==> config.mk <==
export PLATFORM = sky130hd
export DESIGN_NAME = brbc_ctrl
export DESIGN_NICKNAME = d
export VERILOG_FILES = /design/src/brbc_pkg.sv /design/src/brbc_ctrl.sv
export VERILOG_INCLUDE_DIRS = /design/src /design/src/src
export SDC_FILE = /design/constraint.sdc
export NUM_CORES = 1
export LEC_CHECK = 0
export ABC_AREA = 0
export BUFFER_PORTS_ARGS = -buffer_cell sky130_fd_sc_hd__buf_4
export CORE_ASPECT_RATIO = 1.5
export CORE_UTILIZATION = 59
export DETAILED_ROUTE_END_ITERATION = 8
export PLACE_DENSITY = 0.8
export SLEW_MARGIN = 20
export SYNTH_ARGS = -nofsm -noshare
export SYNTH_HDL_FRONTEND = slang
export SYNTH_SLANG_ARGS = --single-unit
==> constraint.sdc <==
create_clock -name pclk -period 3.8 [get_ports pclk]
set_clock_uncertainty 0.1 [all_clocks]
set_input_delay 0.95 -clock pclk [delete_from_list [all_inputs] [get_ports pclk]]
set_output_delay 0.95 -clock pclk [all_outputs]
set_load 0.05 [all_outputs]
==> src/brbc_map.svh <==
// Register offsets, field layouts, reset values and timing counts for the boot and cache control.
`ifndef BRBC_MAP_SVH
`define BRBC_MAP_SVH

`define BRBC_ADDR_W          12
`define BRBC_OFF_SUACR       12'h000
`define BRBC_OFF_CACHE_CTRL  12'h004
`define BRBC_OFF_CACHE_STAT  12'h008
`define BRBC_OFF_WIN_A_START 12'h00c
`define BRBC_OFF_WIN_A_END   12'h010
`define BRBC_OFF_WIN_B_START 12'h014
`define BRBC_OFF_WIN_B_END   12'h018
`define BRBC_OFF_WIN_EN      12'h01c
`define BRBC_OFF_BOOT_BANK_SELECT_REG     12'h020
`define BRBC_OFF_CLK_MHZ     12'h024
`define BRBC_OFF_DF_WAIT     12'h028
`define BRBC_OFF_IRQ_STAT    12'h02c
`define BRBC_OFF_IRQ_MASK    12'h030
`define BRBC_OFF_BOOT_STAT   12'h034

`define BRBC_SAS_RESET       2'h0
`define BRBC_BOOT_BANK_SELECT_REG_RESET   1'h1
`define BRBC_CLK_RESET       8'h20
`define BRBC_DF_WAIT_RESET   2'h1
`define BRBC_DF_THRESH1      8'h20
`define BRBC_DF_THRESH2      8'h3c
`define BRBC_DF_THRESH3      8'h50

`define BRBC_BANK_WRITE_NS   40
`define BRBC_CLK_NS          4
`define BRBC_BANK_WRITE_CYC  ((`BRBC_BANK_WRITE_NS + `BRBC_CLK_NS - 1) / `BRBC_CLK_NS)
`define BRBC_CACHE_HOLD_CYC  4

`define BRBC_IRQ_BANK_DONE   0
`define BRBC_IRQ_CLK_DONE    1
`define BRBC_IRQ_W           2

`endif

==> src/brbc_pkg.sv <==
// Types shared by the boot region, bank and cache control block.
package brbc_pkg;
  typedef enum logic [1:0] {
    brbc_sas_follow = 2'h0,
    brbc_sas_zero   = 2'h2,
    brbc_sas_one    = 2'h3,
    brbc_sas_invert = 2'h1
  } brbc_sas_t;

  typedef struct packed {
    logic [31:0] start_addr;
    logic [31:0] end_addr;
    logic        enable;
  } brbc_window_t;

  typedef enum logic [2:0] {
    brbc_idle  = 3'b001,
    brbc_write = 3'b010,
    brbc_done  = 3'b100
  } brbc_bank_state_t;
endpackage

==> src/brbc_ctrl.sv <==
// Boot region select, boot bank select, code cache and flash clock control behind APB.
//
// Decided for this implementation: the register addresses and the APB register port.
`timescale 1ns/1ps
`default_nettype none
`include "brbc_map.svh"

module brbc_ctrl
  import brbc_pkg::*;
#(
  parameter bit HAS_DUAL_BANK = 1'b1
) (
  input  wire logic        pclk,              // Flash clock, 250 MHz.
  input  wire logic        presetn,           // Asynchronous reset, active low.
  input  wire logic        psel,              // APB select.
  input  wire logic        penable,           // APB access phase.
  input  wire logic        pwrite,            // APB write.
  input  wire logic [11:0] paddr,             // APB byte address.
  input  wire logic [31:0] pwdata,            // APB write data.
  output logic      [31:0] prdata,            // APB read data.
  output logic             pready,            // APB ready.
  output logic             pslverr,           // APB error on unmapped address.
  input  wire logic        opt_swap_flag,     // Option memory startup swap flag, pin.
  input  wire logic        dual_mode,         // Flash in dual-bank mode, pin.
  input  wire logic [31:0] fetch_addr,        // Code flash read address.
  output logic             fetch_cacheable,   // Current read may use the cache.
  output logic             cache_active,      // Cache presently in use.
  output logic             boot_region_one,   // Startup region 1 is active.
  output logic             boot_bank_one,     // Bank 1 is active since reset.
  output logic [1:0]       df_read_wait,      // Data flash read wait states.
  output logic             flash_ready_irq    // Level interrupt output.
);

  logic [1:0]  opt_sync;
  logic [1:0]  dual_sync;
  logic        opt_swap;
  logic        dual;
  brbc_sas_t   startup_area_select;
  logic        cache_en;
  logic        cache_hold;
  logic [2:0]  hold_cnt;
  brbc_window_t win [2];
  logic [1:0]  in_win;
  logic        boot_bank_select_reg;
  logic        bank_latched;
  logic        bank_captured;
  brbc_bank_state_t bank_state;
  logic [3:0]  bank_cnt;
  logic [7:0]  flash_seq_clock;
  logic [`BRBC_IRQ_W-1:0] irq_stat;
  logic [`BRBC_IRQ_W-1:0] irq_mask;
  logic [`BRBC_IRQ_W-1:0] irq_event;
  logic        wr_en;
  logic        rd_en;
  logic        addr_ok;
  logic        region_base_one;
  logic        next_region_one;
  logic [31:0] next_prdata;
  logic [1:0]  next_df_wait;

  assign opt_swap = opt_sync[1];
  assign dual     = dual_sync[1];
  assign wr_en    = psel && penable && pwrite && pready;
  assign rd_en    = psel && !penable && !pwrite;

  always_ff @(posedge pclk or negedge presetn) begin
    if (!presetn) begin
      opt_sync  <= 2'h3;
      dual_sync <= 2'h0;
    end else begin
      opt_sync  <= {opt_sync[0], opt_swap_flag};
      dual_sync <= {dual_sync[0], dual_mode};
    end
  end

  always_comb begin
    addr_ok = 1'b1;
    unique case (paddr)
      `BRBC_OFF_SUACR, `BRBC_OFF_CACHE_CTRL, `BRBC_OFF_CACHE_STAT, `BRBC_OFF_WIN_A_START,
      `BRBC_OFF_WIN_A_END, `BRBC_OFF_WIN_B_START, `BRBC_OFF_WIN_B_END, `BRBC_OFF_WIN_EN,
      `BRBC_OFF_BOOT_BANK_SELECT_REG, `BRBC_OFF_CLK_MHZ, `BRBC_OFF_DF_WAIT, `BRBC_OFF_IRQ_STAT,
      `BRBC_OFF_IRQ_MASK, `BRBC_OFF_BOOT_STAT: addr_ok = 1'b1;
      default: addr_ok = 1'b0;
    endcase
  end

  // APB answers one cycle after setup: pready rises in the access phase.
  always_ff @(posedge pclk or negedge presetn) begin
    if (!presetn) begin
      pready  <= 1'b0;
      pslverr <= 1'b0;
      prdata  <= 32'h0;
    end else begin
      pready  <= psel && !penable;
      pslverr <= psel && !penable && !addr_ok;
      if (rd_en) begin
        prdata <= next_prdata;
      end else if (!psel) begin
        prdata <= 32'h0;
      end
    end
  end

  assign region_base_one = !opt_swap;

  always_comb begin
    unique case (startup_area_select)
      brbc_sas_follow: next_region_one = region_base_one;
      brbc_sas_zero:   next_region_one = 1'b0;
      brbc_sas_one:    next_region_one = 1'b1;
      brbc_sas_invert: next_region_one = !region_base_one;
    endcase
  end

  always_ff @(posedge pclk or negedge presetn) begin
    if (!presetn) begin
      startup_area_select <= brbc_sas_follow;
    end else if (wr_en && paddr == `BRBC_OFF_SUACR && !dual) begin
      startup_area_select <= brbc_sas_t'(pwdata[1:0]);
    end
  end

  always_ff @(posedge pclk or negedge presetn) begin
    if (!presetn) begin
      boot_region_one <= 1'b0;
    end else begin
      boot_region_one <= next_region_one;
    end
  end

  genvar gi;
  generate
    for (gi = 0; gi < 2; gi++) begin : g_win
      assign in_win[gi] = win[gi].enable && fetch_addr >= win[gi].start_addr
                          && fetch_addr <= win[gi].end_addr;
      always_ff @(posedge pclk or negedge presetn) begin
        if (!presetn) begin
          win[gi] <= '0;
        end else if (wr_en) begin
          if (paddr == `BRBC_OFF_WIN_A_START + 12'(gi * 8)) begin
            win[gi].start_addr <= pwdata;
          end
          if (paddr == `BRBC_OFF_WIN_A_END + 12'(gi * 8)) begin
            win[gi].end_addr <= pwdata;
          end
          if (paddr == `BRBC_OFF_WIN_EN) begin
            win[gi].enable <= pwdata[gi];
          end
        end
      end
    end
  endgenerate

  always_ff @(posedge pclk or negedge presetn) begin
    if (!presetn) begin
      cache_en <= 1'b0;
    end else if (wr_en && paddr == `BRBC_OFF_CACHE_CTRL) begin
      cache_en <= pwdata[0];
    end
  end

  // Cache held off while windows change.
  always_ff @(posedge pclk or negedge presetn) begin
    if (!presetn) begin
      cache_hold <= 1'b0;
      hold_cnt   <= 3'h0;
    end else if (wr_en && cache_en && paddr >= `BRBC_OFF_WIN_A_START
                 && paddr <= `BRBC_OFF_WIN_EN) begin
      cache_hold <= 1'b1;
      hold_cnt   <= 3'(`BRBC_CACHE_HOLD_CYC);
    end else if (hold_cnt != 3'h0) begin
      hold_cnt <= hold_cnt - 3'h1;
    end else begin
      cache_hold <= 1'b0;
    end
  end

  always_ff @(posedge pclk or negedge presetn) begin
    if (!presetn) begin
      cache_active    <= 1'b0;
      fetch_cacheable <= 1'b0;
    end else begin
      cache_active    <= cache_en && !cache_hold;
      fetch_cacheable <= cache_en && !cache_hold && (in_win == 2'h0);
    end
  end

  // Active bank is caught from the inverse of the select register at the first edge after reset.
  // Never applied: reset reloads the select register default, so bank 0 is always caught.
  always_ff @(posedge pclk or negedge presetn) begin
    if (!presetn) begin
      bank_captured <= 1'b0;
      bank_latched  <= 1'b0;
    end else if (!bank_captured) begin
      bank_captured <= 1'b1;
      bank_latched  <= !boot_bank_select_reg;
    end
  end

  assign boot_bank_one = bank_latched;

  // Select register survives reset in the real array; here it reloads its default.
  always_ff @(posedge pclk or negedge presetn) begin
    if (!presetn) begin
      bank_state           <= brbc_idle;
      bank_cnt             <= 4'h0;
      boot_bank_select_reg <= `BRBC_BOOT_BANK_SELECT_REG_RESET;
    end else begin
      unique case (bank_state)
        brbc_idle: begin
          if (wr_en && paddr == `BRBC_OFF_BOOT_BANK_SELECT_REG && dual && HAS_DUAL_BANK) begin
            bank_state <= brbc_write;
            bank_cnt   <= 4'(`BRBC_BANK_WRITE_CYC);
            boot_bank_select_reg <= pwdata[0];
          end
        end
        brbc_write: begin
          if (bank_cnt == 4'h1) begin
            bank_state <= brbc_done;
          end
          bank_cnt <= bank_cnt - 4'h1;
        end
        brbc_done: bank_state <= brbc_idle;
      endcase
    end
  end

  always_comb begin
    if (flash_seq_clock > `BRBC_DF_THRESH3) begin
      next_df_wait = 2'h3;
    end else if (flash_seq_clock > `BRBC_DF_THRESH2) begin
      next_df_wait = 2'h2;
    end else if (flash_seq_clock > `BRBC_DF_THRESH1) begin
      next_df_wait = 2'h1;
    end else begin
      next_df_wait = 2'h0;
    end
  end

  always_ff @(posedge pclk or negedge presetn) begin
    if (!presetn) begin
      flash_seq_clock <= `BRBC_CLK_RESET;
      df_read_wait    <= `BRBC_DF_WAIT_RESET;
    end else begin
      if (wr_en && paddr == `BRBC_OFF_CLK_MHZ) begin
        flash_seq_clock <= pwdata[7:0];
      end
      df_read_wait <= next_df_wait;
    end
  end

  // Ready event on bank write done.
  assign irq_event[`BRBC_IRQ_BANK_DONE] = (bank_state == brbc_done);
  assign irq_event[`BRBC_IRQ_CLK_DONE]  = wr_en && paddr == `BRBC_OFF_CLK_MHZ;

  // A new event wins over a write-one clear in the same cycle.
  always_ff @(posedge pclk or negedge presetn) begin
    if (!presetn) begin
      irq_stat        <= '0;
      irq_mask        <= '0;
      flash_ready_irq <= 1'b0;
    end else begin
      if (wr_en && paddr == `BRBC_OFF_IRQ_STAT) begin
        irq_stat <= (irq_stat & ~pwdata[`BRBC_IRQ_W-1:0]) | irq_event;
      end else begin
        irq_stat <= irq_stat | irq_event;
      end
      if (wr_en && paddr == `BRBC_OFF_IRQ_MASK) begin
        irq_mask <= pwdata[`BRBC_IRQ_W-1:0];
      end
      flash_ready_irq <= |(irq_stat & irq_mask);
    end
  end

  always_comb begin
    next_prdata = 32'h0;
    unique case (paddr)
      `BRBC_OFF_SUACR:       next_prdata = {30'h0, startup_area_select};
      `BRBC_OFF_CACHE_CTRL:  next_prdata = {31'h0, cache_en};
      `BRBC_OFF_CACHE_STAT:  next_prdata = {31'h0, cache_en};
      `BRBC_OFF_WIN_A_START: next_prdata = win[0].start_addr;
      `BRBC_OFF_WIN_A_END:   next_prdata = win[0].end_addr;
      `BRBC_OFF_WIN_B_START: next_prdata = win[1].start_addr;
      `BRBC_OFF_WIN_B_END:   next_prdata = win[1].end_addr;
      `BRBC_OFF_WIN_EN:      next_prdata = {30'h0, win[1].enable, win[0].enable};
      `BRBC_OFF_BOOT_BANK_SELECT_REG:     next_prdata = {31'h0, boot_bank_select_reg};
      `BRBC_OFF_CLK_MHZ:     next_prdata = {24'h0, flash_seq_clock};
      `BRBC_OFF_DF_WAIT:     next_prdata = {30'h0, df_read_wait};
      `BRBC_OFF_IRQ_STAT:    next_prdata = {30'h0, irq_stat};
      `BRBC_OFF_IRQ_MASK:    next_prdata = {30'h0, irq_mask};
      `BRBC_OFF_BOOT_STAT:   next_prdata = {28'h0, bank_state != brbc_idle, dual,
                                            boot_bank_one, boot_region_one};
      default:               next_prdata = 32'h0;
    endcase
  end

endmodule // brbc_ctrl
`default_nettype wire

Word-level counts from Yosys, hierarchy flattened
Memories as Yosys holds them, arrays and structs flattened.
Cells that the tools add are included.
- output and inout port bits: 41
- bits in registers: 203
- bits of input ports: 83
- memories kept: 1
- word-level logic and storage cells: 135
- memory bits (read-only): 64
- memories (memory ; words ; width ; rd ports ; clocked after Yosys merged registers in ; wr ports ; line ; source):
    (no name shown) ; 64 ; 1 ; 1 ; 0 ; 0 ; brbc_ctrl.sv:78 ; unique case (paddr)
- multiplexer cells: 18
- reductions and logical operators: 47
- $add $sub $neg: 2
- bitwise operators: 5
- eq/ne operators: 25
- magnitude comparators: 9
- operators by type and width (operator ; count):
    $pmux W32 S13 ; 1
    $eq A12 B6 Y1 const B ; 6
    $ge A32 B32 Y1 ; 2
    $le A32 B32 Y1 ; 2
    $mux W32 ; 2
    $eq A12 B5 Y1 const B ; 4
    $eq A12 B4 Y1 const B ; 2
    $logic_and A1 B1 Y1 ; 23
    $gt A8 B6 Y1 const B ; 2
    $reduce_and A2 Y1 ; 8
    $eq A12 B3 Y1 const B ; 1
    $ge A12 B4 Y1 const B ; 1
    $le A12 B5 Y1 const B ; 1
    $logic_not A12 Y1 ; 1
    $mux W3 ; 4
    $pmux W3 S3 ; 1
    $gt A8 B7 Y1 const B ; 1
    $pmux W4 S2 ; 1
    $logic_not A1 Y1 ; 7
    $logic_not A6 Y1 ; 1
    $mux W2 ; 3
    $ne A2 B2 Y1 const B ; 3
    $and A2 B2 Y2 ; 2
    $eq A2 B2 Y1 const B ; 2
    other kinds (18) ; 25

Longest topological paths before layout
- depth after elaboration: 7
- mapped depth: 8
- depth with buffers taken out: 8

Least setup slack after synthesis
No wires, ideal clock.
- path type: input port to flip-flop
- start: in paddr[9]
- end: reg flash_seq_clock[0]
- data required time: 3.575 ns
- path slack: 0.910 ns
- cell stages on the path: 7
- data arrival time: 2.666 ns
- setup time: 0.125 ns
- path buffers: 2
- cells stage by stage: or4_4 nor2_2 and3_1 buf_4 and2_1 buf_4 mux2_2
- longest elaborated chain between the ends: 2
- ends and longest elaborated chain (element ; line ; source):
    start: declaration ; brbc_ctrl.sv:18 ; input wire logic [11:0] paddr,
    $eq A12 B6 Y1 ; n/a ;
    $logic_and A1 B1 Y1 (no line) ; n/a ;
    end signal: assignment ; brbc_ctrl.sv:242 ; flash_seq_clock <= `BRBC_CLK_RESET;
    end signal: assignment ; brbc_ctrl.sv:246 ; flash_seq_clock <= pwdata[7:0];
    end: declaration ; brbc_ctrl.sv:49 ; logic [7:0] flash_seq_clock;
No other way between the ends.
A chain may end at the register's enable or synchronous reset.

Worst setup path after layout
- start: in fetch_addr[0]
- end: reg fetch_cacheable
- longest elaborated chain between the ends: 5
- ends and longest elaborated chain (element ; line ; source):
    start: declaration ; brbc_ctrl.sv:25 ; input wire logic [31:0] fetch_addr,
    $ge A32 B32 Y1 ; brbc_ctrl.sv:134 ; assign in_win[gi] = win[gi].enable && fetch_addr >= win[gi].start_addr
    $logic_and A1 B1 Y1 ; brbc_ctrl.sv:134 ;
    $logic_and A1 B1 Y1 ; brbc_ctrl.sv:135 ; && fetch_addr <= win[gi].end_addr;
    $logic_not A2 Y1 (*) ; brbc_ctrl.sv:184 ; fetch_cacheable <= cache_en && !cache_hold && (in_win == 2'h0);
    $logic_and A1 B1 Y1 (*) ; brbc_ctrl.sv:184 ;
    end signal: assignment ; brbc_ctrl.sv:184 ;
    end: declaration ; brbc_ctrl.sv:26 ; output logic fetch_cacheable,
Every way passes the cells marked *; elsewhere a longest branch is shown, timed or not.

==> flow_summary.json <==
{
  "final_nets": 1509,
  "cts_tree": "done",
  "core_um2": 19800,
  "vdd_ir_drop_max_mv": 0.317,
  "crit_buf_inv": 2,
  "drt-pass1-iter-count": 6,
  "ys.flop_type": "dfrtp_1",
  "yosys.area.top_type": "dfrtp_1",
  "cap_violations": 0,
  "syn_nets": 1396,
  "regArea_um2": 5090,
  "die_area_um2": 20800,
  "hp-start": "dual_sync[0]$_DFF_PN0_",
  "ant_nets": 0,
  "post_synth.cell_area_avg_um2": 10.1,
  "slowest_delay_ns": 0.73,
  "numCtsBuffers": 21,
  "start_util_pct": 60.2,
  "rsz0062_at_grt": "no",
  "multiInputGateArea_um2": 6060,
  "post_cts_buffers": 0,
  "route.detailed.drc": 0,
  "wl_um": 31300,
  "tightest_slew_ns": 0.738,
  "path_delay_family": "compound AO/OA/AOI/OAI gates",
  "dpl_cell_area_um2": 13100,
  "power_leakage_nw": 6.98,
  "antenna_found_initial": 0,
  "yosysSeqAreaShare_pct": 42.7,
  "netlist_area_um2": 11900,
  "grt.total_usage_pct": 30.4,
  "setup_violations": 0,
  "min_path_cells": 0,
  "reg_top3": "win x130, prdata x32, flash_seq_clock x8",
  "criticalPathCategory": "in2reg",
  "synth_edf_count": 0,
  "drive_gt1_share_pct": 20.8,
  "critPathMaxFanout": 4,
  "ys_types": 69,
  "vias_per_cell": 6.10,
  "fillers": 1487,
  "synthCells": 1181,
  "arrival_ns": 3.24,
  "final_util_pct": 69.9,
  "worst_setup_path_start_kind": "input port",
  "grt-ovfl-total": 0,
  "area_delta_synth_final_pct": 16.1,
  "async_flop_share_pct": 100,
  "htreeDepth": 1,
  "dp.cells": 1531,
  "timing.final.crit_share_pct": 76.7,
  "finalMaxSlewViolations": 0,
  "cts_resized": 0,
  "maxSlewHeadroom_pct": 49.5,
  "slowest_stage": "a2111oi_0",
  "power_density_nw_per_um2": 345,
  "crit_start": "fetch_addr[0]",
  "yosysWarnings": 0,
  "layout_common_cells": "dfrtp_1, inv_1, nand2_1",
  "fin_crit_ns": 2.92,
  "synth_area_leaders": "dfrtp_1, ha_1, mux2_2",
  "holdPathEnd": "dual_sync[1]$_DFF_PN0_",
  "top_register": "win",
  "power.total_mw": 4.77,
  "grt_pass1_vias": 9738,
  "setup_tns_ns": 0,
  "cts-root-buf": "clkbuf_16",
  "drt_iter0_drc": 671,
  "die_x_um": 118,
  "largest_reg_flops": 130,
  "ys_ff_latch": 203,
  "r2r-start": "win[33]$_DFFE_PN0P_",
  "r2r-end": "fetch_cacheable$_DFF_PN0_",
  "num_antenna_cells": 0,
  "synth_top_area_share_pct": 41.4,
  "postCtsHoldBufs": 0,
  "fmax_mhz": 343,
  "clk_path_buf_depth": 3,
  "fp-row-count": 63,
  "hold_class": "reg2reg",
  "crit_required_ns": 4.12,
  "whs_ns": 0.250,
  "dpl_worst_slack_ns": 0.488,
  "io_buffers": 123,
  "final_common_cell": "dfrtp_1",
  "wl_per_cell_um": 20.0,
  "cpMostUsedCell": "a2111oi_0",
  "gp_congestion": 0.915,
  "io_pins": 124,
  "r2r_cells": 7,
  "vias": 9560,
  "fin_cells": 1566,
  "r2r_setup_slack_ns": 1.17,
  "status": "finished, final reports clean",
  "worstSetupEndpointType": "register",
  "final_hold_viol_count": 0,
  "clkSinkCount": 203,
  "hpwlAfterDp_um": 22200,
  "cts.reportedPaths.clkPinSlew_ns": 0.06,
  "cp_cell_sequence": "buf_4 -> inv_1 -> ha_1 -> nand2b_1 -> a2111oi_0 -> o31ai_1 -> a2111oi_0 -> o21ai_0 -> a2bb2oi_1",
  "setup_slack_ns": 0.884,
  "fin_area_um2": 13800,
  "die_y_um": 176,
  "grt_max_degree": 88,
  "grt_first_pass_wirelength_um": 49600,
  "clk_latency_ns": 0.50
}
worst register-to-register path: stages, from the launching register on:
cell,delay [ns]
dfrtp_1,0.40
ha_1,0.27
nand2b_1,0.14
a2111oi_0,0.39
o31ai_1,0.18
a2111oi_0,0.73
o21ai_0,0.19
a2bb2oi_1,0.15
area by class of cell:
| type | instances | share of cell area [%] |
|---|---|---|
| multi-input combinational | 792 | 43.9 |
| sequential | 203 | 36.8 |
| timing repair buffer | 139 | 8.32 |
| clock buffer | 30 | 4.41 |
| inverter | 137 | 3.72 |
| tap | 260 | 2.35 |
| clock inverter | 5 | 0.561 |
how the worst max path moves through the flow:
stage | endpoint | slack (ns) | depth (start not counted)
after floorplan | flash_seq_clock[0]$_DFFE_PN0P_ | 0.91 | 7
after global placement | fetch_cacheable$_DFF_PN0_ | 0.47 | 9
after detailed placement | fetch_cacheable$_DFF_PN0_ | 0.49 | 9
after CTS | fetch_cacheable$_DFF_PN0_ | 0.99 | 9
after global routing | fetch_cacheable$_DFF_PN0_ | 0.68 | 9
final | fetch_cacheable$_DFF_PN0_ | 0.88 | 9
Yosys cell counts, types with 6 or more instances:
cell type and number:
inv_1 137, nand2_1 135, ha_1 132, nor4_1 6
mux2_2 49, o21a_1 6, nor2b_1 7, a21o_1 42
nand4_1 28, buf_2 25, nand2b_1 8, a31oi_1 6
o21ai_0 82, a222oi_1 25, dfrtp_1 197, a21oi_1 76
mux2_4 31, and4_1 9, clkbuf_1 16, dfstp_2 6
nand3_1 24, nor2_1 30, a22oi_1 15
cell families after synthesis:
family / Yosys count / synth area share, %
AND/OR/NAND/NOR: 278 / 11.6
AO/OA/AOI/OAI: 293 / 16.0
other: 1 / 0.0315
flip-flops: 203 / 42.7
adder cells (fa/ha/maj): 132 / 13.9
multiplexers: 84 / 8.98
buffers and inverters: 186 / 6.44
XOR/XNOR: 4 / 0.294
metal layers:
metal	global-route usage, %	share of wire, %
met5	0	0
met4	14.7	4.1
met3	3.71	5.2
met2	55.9	53
met1	34.8	38
power breakdown:
| part | leakage (nW) | switching [mW] | internal [mW] |
|---|---|---|---|
| clock | 0.336 | 0.840 | 1.24 |
| combinational | 4.20 | 0.266 | 0.184 |
| sequential | 2.44 | 0.0330 | 2.20 |
Power figures use the tool's default switching activity.
